--- src/rtl/cft_pkg.sv ---
// Shared constants and types for the frame transceiver
package cft_pkg;

	localparam int          CLK_HZ        = 25_000_000;
	localparam int          BIT_RATE_DEF  = 10_000;
	localparam int          FRAME_MAX     = 256;
	localparam int          FAILSAFE_MULT = 2;
	localparam int          BITS_PER_BYTE = 8;
	localparam logic [7:0]  PREAMBLE_BYTE = 8'h55;
	localparam logic [7:0]  START_DELIM   = 8'hd0;
	localparam logic [7:0]  CRC_POLY      = 8'h07;
	localparam logic [7:0]  CRC_INIT      = 8'h00;
	localparam logic [7:0]  ADDR_DEFAULT  = 8'h41;
	localparam logic [7:0]  BACKOFF_END   = 8'hff;
	localparam logic [2:0]  BIT_LAST      = 3'h7;
	localparam logic [2:0]  JAM_LAST      = 3'h7;
	localparam logic [8:0]  POS_PRE       = 9'h000;
	localparam logic [8:0]  POS_SFD       = 9'h001;
	localparam logic [8:0]  POS_DATA      = 9'h002;
	localparam logic [8:0]  TX_DATA_MAX   = 9'h0ff;
	localparam logic [8:0]  RX_BYTES_MAX  = 9'h100;
	localparam logic [8:0]  MIN_CRC_ON    = 9'h004;
	localparam logic [8:0]  MIN_CRC_OFF   = 9'h003;

	typedef enum logic [5:0] {
		TX_IDLE    = 6'h01,
		TX_DEFER   = 6'h02,
		TX_SEND    = 6'h04,
		TX_JAM     = 6'h08,
		TX_BACKOFF = 6'h10,
		TX_FAIL    = 6'h20
	} cft_tx_state_t;

	typedef enum logic [4:0] {
		RX_IDLE  = 5'h01,
		RX_ADDR  = 5'h02,
		RX_DATA  = 5'h04,
		RX_HOLD  = 5'h08,
		RX_DRAIN = 5'h10
	} cft_rx_state_t;

	// One LFSR step, feedback taken from the top stage
	function automatic logic [7:0] cft_crc_step(input logic [7:0] crc,
		input logic din);
		logic fb;
		fb = crc[7] ^ din;
		return {crc[6:0], 1'b0} ^ (fb ? CRC_POLY : 8'h00);
	endfunction : cft_crc_step

endpackage : cft_pkg

--- src/rtl/cft_skid_buf.sv ---
// Two-entry buffer with valid and ready on both sides
`timescale 1ns/100ps
module cft_skid_buf #(
	parameter int W = 8
) (
	input  wire logic         clock_i,
	input  wire logic         rst_n_i,
	input  wire logic         in_valid_i,
	output logic              in_ready_o,
	input  wire logic [W-1:0] in_data_i,
	output logic              out_valid_o,
	input  wire logic         out_ready_i,
	output logic [W-1:0]      out_data_o
);
	logic         out_v_reg, out_v_next, sk_v_reg, sk_v_next;
	logic [W-1:0] out_d_reg, out_d_next, sk_d_reg, sk_d_next;
	logic         push, pop;

	always_comb begin
		push       = in_valid_i && !sk_v_reg;
		pop        = out_v_reg && out_ready_i;
		out_v_next = out_v_reg;
		out_d_next = out_d_reg;
		sk_v_next  = sk_v_reg;
		sk_d_next  = sk_d_reg;
		if (pop) begin
			out_v_next = sk_v_reg;
			out_d_next = sk_d_reg;
			sk_v_next  = 1'b0;
		end
		if (push) begin
			if (!out_v_next) begin
				out_v_next = 1'b1;
				out_d_next = in_data_i;
			end else begin
				sk_v_next = 1'b1;
				sk_d_next = in_data_i;
			end
		end
	end

	always_ff @(posedge clock_i) begin
		if (!rst_n_i) begin
			out_v_reg <= 1'b0;
			sk_v_reg  <= 1'b0;
			out_d_reg <= '0;
			sk_d_reg  <= '0;
		end else begin
			out_v_reg <= out_v_next;
			sk_v_reg  <= sk_v_next;
			out_d_reg <= out_d_next;
			sk_d_reg  <= sk_d_next;
		end
	end

	assign in_ready_o  = !sk_v_reg;
	assign out_valid_o = out_v_reg;
	assign out_data_o  = out_d_reg;
endmodule : cft_skid_buf

--- src/rtl/cft_transceiver.sv ---
// Frame transceiver: transmit with collision handling, filtered receive
// Operation
// - Eight-bit station address for receive match
// - Manchester line coding, bit rate is parameter
// - Preamble, start delimiter, destination, source, data, CRC order
// - Bytes go least significant bit first
// - Eight-bit LFSR cleared at preamble, per bit
// - Transmit CRC covers addresses and data only
// - Receive CRC includes CRC byte, zero is good
// - CRC top stage is sent first
// - CRC enable appends byte and enables check
// - Ready output low until frame fully sent
// - Wait for carrier clear before sending
// - Outgoing versus line mismatch stops frame
// - Jam line low for eight bit periods
// - Backoff until free eight-bit counter rolls
// - Retry same frame, checking carrier first
// - Count collisions on output port
// - Match first byte, store or ignore frame
// - Frame ready once accepted frame buffered
// - Bytes read per strobe, CRC omitted, done
// - Errors discard frame, then wait line idle
// - Count receive errors on output port
// - Frames of four to 256 bytes, three minimum without CRC
// - Fail-safe stops overlong transmission, latches fault
// - Station address reloadable at run time
`timescale 1ns/100ps
module cft_transceiver #(
	parameter int          BIT_RATE  = cft_pkg::BIT_RATE_DEF,
	parameter int          CNT_W     = 8,
	parameter int          FAILSAFE_CYCLES = cft_pkg::FAILSAFE_MULT *
		cft_pkg::FRAME_MAX * cft_pkg::BITS_PER_BYTE *
		(cft_pkg::CLK_HZ / BIT_RATE),
	parameter logic [7:0]  ADDR_INIT = cft_pkg::ADDR_DEFAULT
) (
	input  wire logic             clock_i,
	input  wire logic             rst_n_i,
	input  wire logic [7:0]       station_addr_i,
	input  wire logic             addr_load_i,
	input  wire logic             crc_enable_i,
	input  wire logic [7:0]       tx_byte_in_i,
	input  wire logic             tx_byte_write_i,
	input  wire logic             tx_send_request_i,
	output logic                  tx_ready_n_o,
	output logic                  tx_fault_o,
	output logic [CNT_W-1:0]      collision_count_o,
	input  wire logic             carrier_i,
	input  wire logic             line_rxd_i,
	output logic                  line_txd_o,
	output logic                  line_tx_enable_o,
	input  wire logic             rx_bit_i,
	input  wire logic             rx_bit_valid_i,
	input  wire logic             rx_start_delimiter_i,
	input  wire logic             rx_line_idle_i,
	input  wire logic             rx_line_error_i,
	output logic                  rx_frame_ready_o,
	output logic [7:0]            rx_byte_out_o,
	output logic                  rx_byte_valid_o,
	input  wire logic             rx_byte_read_i,
	output logic                  rx_read_done_o,
	output logic [CNT_W-1:0]      error_count_o
);
	localparam int         HALF_CYCLES = cft_pkg::CLK_HZ / (2 * BIT_RATE);
	localparam logic [15:0] HALF_LAST  = 16'(HALF_CYCLES - 1);

	cft_pkg::cft_tx_state_t tx_state_reg, tx_state_next;
	logic [7:0]        tx_ram [cft_pkg::FRAME_MAX];
	logic [8:0]        wr_cnt_reg, wr_cnt_next, pos_reg, pos_next, last_pos;
	logic [2:0]        bit_reg, bit_next;
	logic [15:0]       half_reg, half_next;
	logic              phase_reg, phase_next, txd_reg, txd_next;
	logic              en_reg, en_next, rdy_n_reg, rdy_n_next;
	logic              fault_reg, fault_next, cur_bit, half_end, bit_end;
	logic              collide, tx_wr;
	logic [7:0]        tx_crc_reg, tx_crc_next, free_reg, free_next;
	logic [CNT_W-1:0]  coll_reg, coll_next;
	logic [31:0]       fs_reg, fs_next;
	logic [7:0]        addr_reg, addr_next;

	// Transmit next-state logic
	always_comb begin
		tx_state_next = tx_state_reg;
		wr_cnt_next   = wr_cnt_reg;
		pos_next      = pos_reg;
		bit_next      = bit_reg;
		half_next     = half_reg;
		phase_next    = phase_reg;
		tx_crc_next   = tx_crc_reg;
		rdy_n_next    = rdy_n_reg;
		fault_next    = fault_reg;
		coll_next     = coll_reg;
		addr_next     = addr_load_i ? station_addr_i : addr_reg;
		tx_wr         = 1'b0;
		collide       = 1'b0;
		last_pos      = wr_cnt_reg + (crc_enable_i ? 9'h002 : 9'h001);
		half_end      = half_reg == HALF_LAST;
		bit_end       = half_end && phase_reg;
		if (pos_reg == cft_pkg::POS_PRE)
			cur_bit = cft_pkg::PREAMBLE_BYTE[bit_reg];
		else if (pos_reg == cft_pkg::POS_SFD)
			cur_bit = cft_pkg::START_DELIM[bit_reg];
		else if (pos_reg <= wr_cnt_reg + 9'h001)
			cur_bit = tx_ram[8'(pos_reg - cft_pkg::POS_DATA)][bit_reg];
		else
			cur_bit = tx_crc_reg[3'(cft_pkg::BIT_LAST - bit_reg)];
		if (tx_state_reg == cft_pkg::TX_SEND ||
		    tx_state_reg == cft_pkg::TX_JAM) begin
			half_next = half_end ? 16'h0000 : 16'(half_reg + 16'h0001);
			if (half_end)
				phase_next = !phase_reg;
		end
		fs_next = en_reg ? 32'(fs_reg + 32'h1) : 32'h0;
		free_next = 8'(free_reg + 8'h01);
		case (tx_state_reg)
			cft_pkg::TX_IDLE: begin
				if (tx_byte_write_i && wr_cnt_reg < cft_pkg::TX_DATA_MAX) begin
					tx_wr       = 1'b1;
					wr_cnt_next = wr_cnt_reg + 9'h001;
				end else if (tx_send_request_i && wr_cnt_reg != 9'h000) begin
					tx_state_next = cft_pkg::TX_DEFER;
					rdy_n_next    = 1'b0;
				end
			end
			cft_pkg::TX_DEFER: begin
				if (!carrier_i) begin
					tx_state_next = cft_pkg::TX_SEND;
					pos_next      = cft_pkg::POS_PRE;
					bit_next      = 3'h0;
					half_next     = 16'h0000;
					phase_next    = 1'b0;
					tx_crc_next   = cft_pkg::CRC_INIT;
				end
			end
			cft_pkg::TX_SEND: begin
				if (half_end && en_reg && line_rxd_i != txd_reg) begin
					collide       = 1'b1;
					tx_state_next = cft_pkg::TX_JAM;
					coll_next     = CNT_W'(coll_reg + 1'b1);
					bit_next      = 3'h0;
					half_next     = 16'h0000;
					phase_next    = 1'b0;
				end else if (bit_end) begin
					if (pos_reg >= cft_pkg::POS_DATA &&
					    pos_reg <= wr_cnt_reg + 9'h001)
						tx_crc_next = cft_pkg::cft_crc_step(tx_crc_reg,
							cur_bit);
					bit_next = 3'(bit_reg + 3'h1);
					if (bit_reg == cft_pkg::BIT_LAST) begin
						if (pos_reg == last_pos) begin
							tx_state_next = cft_pkg::TX_IDLE;
							rdy_n_next    = 1'b1;
							wr_cnt_next   = 9'h000;
						end else
							pos_next = pos_reg + 9'h001;
					end
				end
			end
			cft_pkg::TX_JAM: begin
				if (bit_end) begin
					bit_next = 3'(bit_reg + 3'h1);
					if (bit_reg == cft_pkg::JAM_LAST)
						tx_state_next = cft_pkg::TX_BACKOFF;
				end
			end
			cft_pkg::TX_BACKOFF: begin
				if (free_reg == cft_pkg::BACKOFF_END)
					tx_state_next = cft_pkg::TX_DEFER;
			end
			cft_pkg::TX_FAIL: begin
				if (addr_load_i) begin
					tx_state_next = cft_pkg::TX_IDLE;
					fault_next    = 1'b0;
					rdy_n_next    = 1'b1;
					wr_cnt_next   = 9'h000;
				end
			end
			default: tx_state_next = cft_pkg::TX_IDLE;
		endcase
		if (fs_reg >= 32'(FAILSAFE_CYCLES)) begin
			tx_state_next = cft_pkg::TX_FAIL;
			fault_next    = 1'b1;
		end
		en_next  = tx_state_reg == cft_pkg::TX_SEND ||
		           tx_state_reg == cft_pkg::TX_JAM;
		if (tx_state_next == cft_pkg::TX_FAIL)
			en_next = 1'b0;
		txd_next = (tx_state_reg == cft_pkg::TX_SEND) ?
		           (phase_reg ? cur_bit : !cur_bit) : 1'b0;
	end

	always_ff @(posedge clock_i) begin
		if (!rst_n_i) begin
			tx_state_reg <= cft_pkg::TX_IDLE;
			wr_cnt_reg   <= 9'h000;
			pos_reg      <= 9'h000;
			bit_reg      <= 3'h0;
			half_reg     <= 16'h0000;
			phase_reg    <= 1'b0;
			tx_crc_reg   <= cft_pkg::CRC_INIT;
			rdy_n_reg    <= 1'b1;
			fault_reg    <= 1'b0;
			coll_reg     <= '0;
			fs_reg       <= 32'h0;
			en_reg       <= 1'b0;
			txd_reg      <= 1'b0;
			free_reg     <= 8'h00;
			addr_reg     <= ADDR_INIT;
		end else begin
			tx_state_reg <= tx_state_next;
			wr_cnt_reg   <= wr_cnt_next;
			pos_reg      <= pos_next;
			bit_reg      <= bit_next;
			half_reg     <= half_next;
			phase_reg    <= phase_next;
			tx_crc_reg   <= tx_crc_next;
			rdy_n_reg    <= rdy_n_next;
			fault_reg    <= fault_next;
			coll_reg     <= coll_next;
			fs_reg       <= fs_next;
			en_reg       <= en_next;
			txd_reg      <= txd_next;
			free_reg     <= free_next;
			addr_reg     <= addr_next;
		end
	end

	always_ff @(posedge clock_i) begin
		if (tx_wr)
			tx_ram[wr_cnt_reg[7:0]] <= tx_byte_in_i;
	end

	// Receive path
	cft_pkg::cft_rx_state_t rx_state_reg, rx_state_next;
	logic [7:0]        rx_ram [cft_pkg::FRAME_MAX];
	logic [7:0]        sh_reg, sh_next, rx_crc_reg, rx_crc_next, rx_byte;
	logic [2:0]        rbit_reg, rbit_next;
	logic [8:0]        cnt_reg, cnt_next, len_reg, len_next, rd_reg, rd_next;
	logic              rx_frame_ready_reg, rx_frame_ready_next, done_reg, done_next;
	logic              rx_err, rx_wr, byte_done, buf_in_valid, buf_in_ready;
	logic [CNT_W-1:0]  err_reg, err_next;

	always_comb begin
		rx_state_next = rx_state_reg;
		sh_next       = sh_reg;
		rbit_next     = rbit_reg;
		rx_crc_next   = rx_crc_reg;
		cnt_next      = cnt_reg;
		len_next      = len_reg;
		rd_next       = rd_reg;
		rx_frame_ready_next     = rx_frame_ready_reg;
		done_next     = 1'b0;
		rx_err        = 1'b0;
		rx_wr         = 1'b0;
		rx_byte       = {rx_bit_i, sh_reg[7:1]};
		byte_done     = rx_bit_valid_i && rbit_reg == cft_pkg::BIT_LAST;
		buf_in_valid  = rx_state_reg == cft_pkg::RX_HOLD && rd_reg < len_reg;
		if (rx_bit_valid_i) begin
			sh_next     = rx_byte;
			rbit_next   = 3'(rbit_reg + 3'h1);
			rx_crc_next = cft_pkg::cft_crc_step(rx_crc_reg, rx_bit_i);
		end
		case (rx_state_reg)
			cft_pkg::RX_IDLE: begin
				if (rx_start_delimiter_i) begin
					rx_state_next = cft_pkg::RX_ADDR;
					rbit_next     = 3'h0;
					cnt_next      = 9'h000;
					rx_crc_next   = cft_pkg::CRC_INIT;
				end
			end
			cft_pkg::RX_ADDR: begin
				if (rx_line_error_i || rx_line_idle_i) begin
					rx_err        = 1'b1;
					rx_state_next = cft_pkg::RX_DRAIN;
				end else if (byte_done) begin
					if (rx_byte == addr_reg) begin
						rx_wr         = 1'b1;
						cnt_next      = 9'h001;
						rx_state_next = cft_pkg::RX_DATA;
					end else
						rx_state_next = cft_pkg::RX_DRAIN;
				end
			end
			cft_pkg::RX_DATA: begin
				if (rx_line_error_i) begin
					rx_err        = 1'b1;
					rx_state_next = cft_pkg::RX_DRAIN;
				end else if (rx_line_idle_i) begin
					if (rbit_reg == 3'h0 &&
					    cnt_reg >= (crc_enable_i ? cft_pkg::MIN_CRC_ON :
					                cft_pkg::MIN_CRC_OFF) &&
					    (!crc_enable_i || rx_crc_reg == 8'h00)) begin
						rx_state_next = cft_pkg::RX_HOLD;
						rx_frame_ready_next     = 1'b1;
						rd_next       = 9'h000;
						len_next      = crc_enable_i ? cnt_reg - 9'h001 :
						                cnt_reg;
					end else begin
						rx_err        = 1'b1;
						rx_state_next = cft_pkg::RX_IDLE;
					end
				end else if (byte_done) begin
					if (cnt_reg == cft_pkg::RX_BYTES_MAX) begin
						rx_err        = 1'b1;
						rx_state_next = cft_pkg::RX_DRAIN;
					end else begin
						rx_wr    = 1'b1;
						cnt_next = cnt_reg + 9'h001;
					end
				end
			end
			cft_pkg::RX_HOLD: begin
				if (buf_in_valid && buf_in_ready)
					rd_next = rd_reg + 9'h001;
				if (rd_reg == len_reg && !rx_byte_valid_o) begin
					done_next     = 1'b1;
					rx_frame_ready_next     = 1'b0;
					rx_state_next = cft_pkg::RX_DRAIN;
				end
			end
			cft_pkg::RX_DRAIN: begin
				if (rx_line_idle_i)
					rx_state_next = cft_pkg::RX_IDLE;
			end
			default: rx_state_next = cft_pkg::RX_IDLE;
		endcase
		err_next = rx_err ? CNT_W'(err_reg + 1'b1) : err_reg;
	end

	always_ff @(posedge clock_i) begin
		if (!rst_n_i) begin
			rx_state_reg <= cft_pkg::RX_IDLE;
			sh_reg       <= 8'h00;
			rbit_reg     <= 3'h0;
			rx_crc_reg   <= cft_pkg::CRC_INIT;
			cnt_reg      <= 9'h000;
			len_reg      <= 9'h000;
			rd_reg       <= 9'h000;
			rx_frame_ready_reg     <= 1'b0;
			done_reg     <= 1'b0;
			err_reg      <= '0;
		end else begin
			rx_state_reg <= rx_state_next;
			sh_reg       <= sh_next;
			rbit_reg     <= rbit_next;
			rx_crc_reg   <= rx_crc_next;
			cnt_reg      <= cnt_next;
			len_reg      <= len_next;
			rd_reg       <= rd_next;
			rx_frame_ready_reg     <= rx_frame_ready_next;
			done_reg     <= done_next;
			err_reg      <= err_next;
		end
	end

	always_ff @(posedge clock_i) begin
		if (rx_wr)
			rx_ram[cnt_reg[7:0]] <= rx_byte;
	end

	cft_skid_buf #(.W(8)) u_rx_buf (
		.clock_i     (clock_i),
		.rst_n_i     (rst_n_i),
		.in_valid_i  (buf_in_valid),
		.in_ready_o  (buf_in_ready),
		.in_data_i   (rx_ram[rd_reg[7:0]]),
		.out_valid_o (rx_byte_valid_o),
		.out_ready_i (rx_byte_read_i),
		.out_data_o  (rx_byte_out_o)
	);

	assign tx_ready_n_o      = rdy_n_reg;
	assign tx_fault_o        = fault_reg;
	assign collision_count_o = coll_reg;
	assign line_txd_o        = txd_reg;
	assign line_tx_enable_o  = en_reg;
	assign rx_frame_ready_o  = rx_frame_ready_reg;
	assign rx_read_done_o    = done_reg;
	assign error_count_o     = err_reg;
endmodule : cft_transceiver

--- config.mk ---
export PLATFORM = sky130hd
export DESIGN_NAME = cft_transceiver
export DESIGN_NICKNAME = d
export VERILOG_FILES = /design/src/rtl/cft_pkg.sv /design/src/rtl/cft_skid_buf.sv /design/src/rtl/cft_transceiver.sv
export SDC_FILE = /design/constraint.sdc
export NUM_CORES = 2
export LEC_CHECK = 0
export ABC_AREA = 1
export BUFFER_PORTS_ARGS = -buffer_cell sky130_fd_sc_hd__clkbuf_2
export CAP_MARGIN = 20
export CELL_PAD_IN_SITES_DETAIL_PLACEMENT = 1
export CELL_PAD_IN_SITES_GLOBAL_PLACEMENT = 2
export CORE_MARGIN = 5
export CORE_UTILIZATION = 44
export DETAILED_ROUTE_END_ITERATION = 12
export PLACE_DENSITY = 0.84
export SLEW_MARGIN = 20
export SYNTH_ARGS = -nofsm -noshare
export SYNTH_HDL_FRONTEND = slang
export SYNTH_SLANG_ARGS = --single-unit
--- constraint.sdc ---
create_clock -name clock_i -period 6.73 [get_ports clock_i]
set_input_delay 1.0095 -clock clock_i [delete_from_list [all_inputs] [get_ports clock_i]]
set_output_delay 1.0095 -clock clock_i [all_outputs]
set_load 0.01 [all_outputs]
======== Word-level counts from Yosys, hierarchy flattened ========
Memories as Yosys holds them, arrays and structs flattened. A register that Yosys moved wholly into a read port is not among the register bits.
Cells that the tools add are included.
operators by class
  shifts and indexed selects .............. 0
  reduce and logical (&&, ||, !) cells .... 49
  divide/modulo/power cells ............... 0
  equal/unequal tests ..................... 49
  order comparisons ....................... 8
  bitwise gates (word level) .............. 6
  $mul .................................... 0
  multiplexer cells ....................... 144
  add/sub/neg operators ................... 15
operators with widths
  kind                   number
  $mux 9                 24
  $mux 8                 12
  $mux 6                 12
  $mux 16                4
  $pmux 9 s3             2
  $mux 1                 51
  $mux 5                 10
  $ne 2x2->1 const B     22
  $mux 3                 13
  $add 9x1->9 const B    4
  $pmux 6 s6             1
  $pmux 9 s2             2
  $add 32x1->32 const B  1
  $ge 32x24->1 const B   1
  $pmux 16 s2            1
  $pmux 5 s5             1
  $add 8x1->8 const B    3
  $eq 9x9->1             2
  $add 16x1->16 const B  1
  $eq 16x11->1 const B   1
  $pmux 8 s2             1
  $xor 8x3->8            2
  $reduce_and 5->1       3
  $reduce_and 2->1       7
  54 further kinds       90
storage, ports and cells
  word-level logic and storage cells ...... 304
  RAM bits ................................ 4096
  memories ................................ 4
  bits in registers ....................... 191
  bits in read-only memories .............. 16
  bits in latches ......................... 0
memories
  name             depth  width  rd ports  clocked after memory_dff  write ports  RTL line                RTL
  rx_ram           256    8      1         1                         1            cft_transceiver.sv:234  logic [7:0] rx_ram [cft_pkg::FRAME_MAX];
  tx_ram           256    8      1         0                         1            cft_transceiver.sv:67   logic [7:0] tx_ram [cft_pkg::FRAME_MAX];
  (no name shown)  8      1      1         1                         0            cft_transceiver.sv:101  cur_bit = cft_pkg::START_DELIM[bit_reg];
  (no name shown)  8      1      1         1                         0            cft_transceiver.sv:99   cur_bit = cft_pkg::PREAMBLE_BYTE[bit_reg];

======== Depth between registers and ports, before layout ========
An unclocked memory read counts as a cell.
  depth after elaboration ................. 14
  mapped depth ............................ 29
  depth with buffers taken out ............ 24

======== Hierarchy ========
From an unflattened synthesis, not the netlist that was laid out.
second synthesis, totals
  cells, all modules ...................... 14811
  area, all modules ....................... 174506.1 um2
modules (own cells, without submodules)
  module           sequential area each (um2)  instances  area each (um2)  cells an instance
  cft_transceiver  126641.5                    1          173612.8         14674
  cft_skid_buf     360.3                       1          893.4            137

======== Least setup slack after synthesis ========
No wires, ideal clock.
  kind .................................... reg-to-reg
  start ................................... register sh_reg[5]
  end ..................................... memory rx_ram[22][0] (enable)
  slack ................................... 0.552 ns
  setup time .............................. 0.370 ns
  clock period less this slack ............ 6.178 ns
  cell stages (with the launch flop) ...... 12
  buffers on the path ..................... 1
  arrival time ............................ 5.807 ns
  data required time ...................... 6.360 ns
  cell sequence ........................... dfxtp_1 xnor2_1 nand2_1 or4_1 nor2_1 nand2_1 o21ai_0 nand4_1 nor3_1 nand2_1 clkbuf_1 nor2_1
on the way
  longest elaborated chain between the ends .. 7
ends and longest elaborated chain
  item                          RTL line                RTL
  start: declaration            cft_transceiver.sv:235  logic [7:0] sh_reg, sh_next, rx_crc_reg, rx_crc_next, rx_byte;
  start signal: assignment      cft_transceiver.sv:344  sh_reg <= sh_next;
  $eq 8x8->1                    cft_transceiver.sv:276  if (rx_byte == addr_reg) begin
  $mux 1                        cft_transceiver.sv:276
  $mux 1                        cft_transceiver.sv:275  end else if (byte_done) begin
  $mux 1                        cft_transceiver.sv:272  if (rx_line_error_i || rx_line_idle_i) begin
  $pmux 1 s2                    cft_transceiver.sv:262  case (rx_state_reg)
  $mux 1                        cft_transceiver.sv:357  if (rx_wr)
  $mux 1 (implied by the code)  cft_transceiver.sv:358  rx_ram[cnt_reg[7:0]] <= rx_byte;
  end: declaration              cft_transceiver.sv:234
No other way between the ends.

======== Worst setup path in the final report ========
  start ................................... register pos_reg[1]
  end ..................................... register tx_crc_reg[2]
on the way
  longest elaborated chain between the ends .. 14
ends and longest elaborated chain
  item                          RTL line                RTL
  start: declaration            cft_transceiver.sv:68   logic [8:0] wr_cnt_reg, wr_cnt_next, pos_reg, pos_next, last_pos;
  start signal: assignment      cft_transceiver.sv:211  pos_reg <= pos_next;
  $sub 8x2->8                   cft_transceiver.sv:103  cur_bit = tx_ram[8'(pos_reg - cft_pkg::POS_DATA)][bit_reg];
  $mem_v2 256x8                 -
  $bmux 1 s3                    cft_transceiver.sv:103
  $mux 1 (implied by the code)  cft_transceiver.sv:103
  $mux 1                        cft_transceiver.sv:102  else if (pos_reg <= wr_cnt_reg + 9'h001)
  $mux 1                        cft_transceiver.sv:100  else if (pos_reg == cft_pkg::POS_SFD)
  $mux 1                        cft_transceiver.sv:98   if (pos_reg == cft_pkg::POS_PRE)
  $xor 1x1->1                   cft_pkg.sv:46           fb = crc[7] ^ din;
  $mux 3                        cft_pkg.sv:47           return {crc[6:0], 1'b0} ^ (fb ? CRC_POLY : 8'h00);
  $xor 8x3->8                   cft_pkg.sv:47
  $mux 8                        cft_transceiver.sv:143  if (pos_reg >= cft_pkg::POS_DATA &&
  $mux 8                        cft_transceiver.sv:142  end else if (bit_end) begin
  $mux 8                        cft_transceiver.sv:135  if (half_end && en_reg && line_rxd_i != txd_reg) begin
  $pmux 8 s2                    cft_transceiver.sv:114  case (tx_state_reg)
  end signal: assignment        cft_transceiver.sv:199  tx_crc_reg <= cft_pkg::CRC_INIT;
  end signal: assignment        cft_transceiver.sv:215  tx_crc_reg <= tx_crc_next;
  end: declaration              cft_transceiver.sv:75   logic [7:0] tx_crc_reg, tx_crc_next, free_reg, free_next;
Several ways; a longest one is shown, not always the timed one. The select of a mux whose other input is x is not followed.
A chain may end at the register's enable or synchronous reset.

==> run metrics <==
portion of total power attributed to sequential cells 0.523; final count of pins violating max slew 0; leading cell type in the layout, fill and taps excluded sky130_fd_sc_hd__edfxtp_1; count of unique library cells instantiated by Yosys 61; #FFs+latches synth roughly 4300; vias per cell 5.95; CTS Hold Bufs 0; final RePlAce weighted congestion 0.849; number of fill cells ~41000; number of buffers added on ports 60; CTS tree done; Worst Setup Path Type register to register; first-pass GRT wire length 796000 um; area growth from synthesis to layout 11.1%; Worst EP arrival 6240 ps; least setup slack across all paths after layout 1390 ps; Final Hold Violating Endpoints 0; most frequently used flop master after synthesis sky130_fd_sc_hd__edfxtp_1; effective utilization at floorplan 0.441; CTS Buf Count 432; number of flops mapped to enable cells by yosys 4096; count of vias placed by the detailed router 119155; routed length per placed instance roughly 27 um; unrepaired setup endpoints after global routing no; slew margin rel. 0.220; Remaining DRCs 0; number of instances resized during post-cts repair 0; WP data required 7630 ps; switching share of total power 0.228; Clock Tree Root sky130_fd_sc_hd__clkbuf_16; leakage power figure 63.9 nW; ports placed on the boundary 61; share of power burned in the clock network 0.425; number of standard cells in the final layout excluding fillers 20030; final setup skew 34.5 ps; total congestion overflow after global routing 0; yosys warns 0; floorplan core area 0.395 mm2; Netlist Area Pre-Place 0.174 mm2; postcts setup bufs 0; initial antenna violation count 24; CP Capture Type register; result of the run completed; placed instance count 19215; residual antenna-violating net count after detailed routing 0; final-layout setup total negative slack 0 ps; FFs w/ async S/R, synth 0; Detailed Routing Iterations Pass 1 6; Final Routed Wirelength 541000 um; logic gate share of total power 0.053; most used cells in the layout excluding fill and tap cells 4096 x sky130_fd_sc_hd__edfxtp_1, 2543 x sky130_fd_sc_hd__nand2_1, 2181 x sky130_fd_sc_hd__nor2_1; hold crit path type input pin to register; HPWL after detailed placement 307000 um; post-synthesis net count 14791; met3 track utilization from global routing 0.0522; met2 global-route usage 0.403; pre-CTS setup slack 1510 ps; synthesized area per cell 11.8 um2; type of origin of the critical path register; die extent in y 639 um; Overall Global Routing Usage 0.257; part of the cycle the worst path needs 0.793; number of rows created at floorplan 231; sequential cell area fraction in the yosys report 0.730; synthesized instance count 14708; maximum fanout encountered on the critical timing path 102; grt peak-use layer met2; final cell utilization of the core 0.490; largest voltage drop on the vdd net 0.234 mV; via count of the first global-routing pass 120804; slew at the pin closest to its max-slew limit 1170 ps; pin count of the biggest net entering global routing 201; internal portion of total power 43.6 mW; number of nets in the layout 14491; Max-Cap Viols 0; 1st-iter DRT viols 13409; Psw between 10 and 15 mW; sinks on the clock net ~4300; H-tree level count 5; highest attainable clock frequency 0.187 GHz; horizontal die dimension around 640 um; Setup-failing EPs final 0; global routing usage on met1 0.367; later-pin clock latency in the skew report 1000 ps; final critical-path required period 5340 ps; area enclosed by the die boundary 0.408 mm2; clock input transition at the sequential cells of the worst setup and hold paths 60 ps; maximum clock path buffer count 4; power density over cell area ~290 mW/mm2; fraction of final layout cells with drive strength greater than 1 0.0651
synth_stat cells (3+ instances only):
library cell                   n  area (um2)
sky130_fd_sc_hd__o2111ai_1     5        43.8
sky130_fd_sc_hd__o32ai_1      46         403
sky130_fd_sc_hd__and3_1        8        50.1
sky130_fd_sc_hd__a31oi_1       8        50.1
sky130_fd_sc_hd__buf_1        63         236
sky130_fd_sc_hd__a21oi_1     202        1010
sky130_fd_sc_hd__o211ai_1     31         233
sky130_fd_sc_hd__nand2_1    2564        9620
sky130_fd_sc_hd__o22a_1        7        61.3
sky130_fd_sc_hd__inv_2        10        37.5
sky130_fd_sc_hd__o21a_1        9        67.6
sky130_fd_sc_hd__or3_1         3        18.8
sky130_fd_sc_hd__clkbuf_1    673        2530
sky130_fd_sc_hd__nor2_1     2182        8190
sky130_fd_sc_hd__nor3_1       52         260
sky130_fd_sc_hd__clkinv_1      6        22.5
sky130_fd_sc_hd__nand4_1      23         144
sky130_fd_sc_hd__xor2_1       22         193
sky130_fd_sc_hd__o21ai_1      15        75.1
sky130_fd_sc_hd__nand3_1    1733        8670
sky130_fd_sc_hd__nor2_2        5        31.3
sky130_fd_sc_hd__o22ai_1     630        3940
sky130_fd_sc_hd__buf_6         5        56.3
sky130_fd_sc_hd__nor3b_1       7        52.6
sky130_fd_sc_hd__ha_1         52         651
sky130_fd_sc_hd__a2111oi_0     3        26.3
sky130_fd_sc_hd__a211oi_1     18         135
sky130_fd_sc_hd__inv_1       209         785
sky130_fd_sc_hd__mux2_2        3        33.8
sky130_fd_sc_hd__dfxtp_1     200        4000
sky130_fd_sc_hd__buf_4        21         158
sky130_fd_sc_hd__o21ai_0    1506        7540
sky130_fd_sc_hd__edfxtp_1   4096      123000
sky130_fd_sc_hd__xnor2_1      11        96.3
sky130_fd_sc_hd__buf_2       230        1150
sky130_fd_sc_hd__or2_2         4        25.0
sky130_fd_sc_hd__or4_1         4        30.0
sky130_fd_sc_hd__nor4_1       13        81.3
power groups by stage:
stage                     logic, mW  registers [mW]  clock network [mW]
final                          3.00            29.5                24.0
after global routing           3.20            29.5                25.5
after CTS                      2.95            29.5                24.3
after detailed placement       2.94            30.1                   0
after global placement         2.88            30.1                   0
after floorplan                1.38            30.2                   0
stage by stage:
stage          power [mW]  hold WS (ps)  instance area, um2
6_report             56.5           249              193000
5_1_grt              58.2           217              193000
4_1_cts              56.8           167              193000
3_5_place_dp         33.1           449              179000
3_3_place_gp         33.0           435              179000
2_1_floorplan        31.6           418              174000
worst max-delay path, stage by stage (launching register included):
cell and delay, ps:
sky130_fd_sc_hd__dfxtp_4 630, sky130_fd_sc_hd__inv_8 300, sky130_fd_sc_hd__ha_4 590, sky130_fd_sc_hd__buf_12 360, sky130_fd_sc_hd__buf_12 390, sky130_fd_sc_hd__nand3_1 150
sky130_fd_sc_hd__nand3_1 150, sky130_fd_sc_hd__nand2_1 90, sky130_fd_sc_hd__nand2_1 70, sky130_fd_sc_hd__nand3_1 380, sky130_fd_sc_hd__nand3_1 240, sky130_fd_sc_hd__nand3_1 160
sky130_fd_sc_hd__nand3_1 130, sky130_fd_sc_hd__nand3_1 90, sky130_fd_sc_hd__nand3_1 110, sky130_fd_sc_hd__nand2_1 210, sky130_fd_sc_hd__nand2_1 140, sky130_fd_sc_hd__nand2_1 70
sky130_fd_sc_hd__nand2_1 80, sky130_fd_sc_hd__nand2_1 100, sky130_fd_sc_hd__nand2_2 100, sky130_fd_sc_hd__nand2_1 70, sky130_fd_sc_hd__nand2_1 60, sky130_fd_sc_hd__nand3_1 60
sky130_fd_sc_hd__a21oi_1 150
final timing paths:
path | from | end | slack [ps] | cells after the start
setup reg to reg | pos_reg[1]$_SDFFE_PN0P_ | tx_crc_reg[2]$_SDFFE_PN0P_ | 1390 | 24
hold / removal | station_addr_i[6] | addr_reg[6]$_SDFFE_PN1P_ | 250 | 3
setup / recovery | pos_reg[1]$_SDFFE_PN0P_ | tx_crc_reg[2]$_SDFFE_PN0P_ | 1390 | 24
hold reg to reg | rx_frame_ready_o$_SDFFE_PN0P_ | rx_frame_ready_o$_SDFFE_PN0P_ | 460 | 2
cell families after synthesis:
| group | count (synthesis) | synth area share |
|---|---|---|
| simple gates | 6608 | 0.157 |
| fa+ha+maj | 53 | 0.00385 |
| mux | 3 | 0.000194 |
| xor+xnor | 36 | 0.00201 |
| flops | 4296 | 0.730 |
| compound gates | 2493 | 0.0787 |
| buf+inv | 1219 | 0.0286 |
cell type report:
class / instances / area, um2 / area share
multi-input combinational: 9193 / 42200 / 0.218
clock buffer: 525 / 11400 / 0.0588
sequential: 4296 / 127000 / 0.657
tap: 5242 / 6560 / 0.0339
clock inverter: 279 / 2570 / 0.0133
timing repair buffer: 259 / 2630 / 0.0136
antenna: 10 / 25.0 / 0.000129
inverter: 226 / 901 / 0.00466
per-layer routing:
| layer | share of wire | vias to the layer above | wire (um) |
|---|---|---|---|
| met2 | 0.46 | 4875 | 250000 |
| met5 | 0.000013 | - | 7 |
| met1 | 0.42 | 61110 | 229000 |
| li1 | - | 52363 | - |
| met3 | 0.089 | 805 | 48000 |
| met4 | 0.027 | 2 | 14800 |
Power figures use the tool's default switching activity.
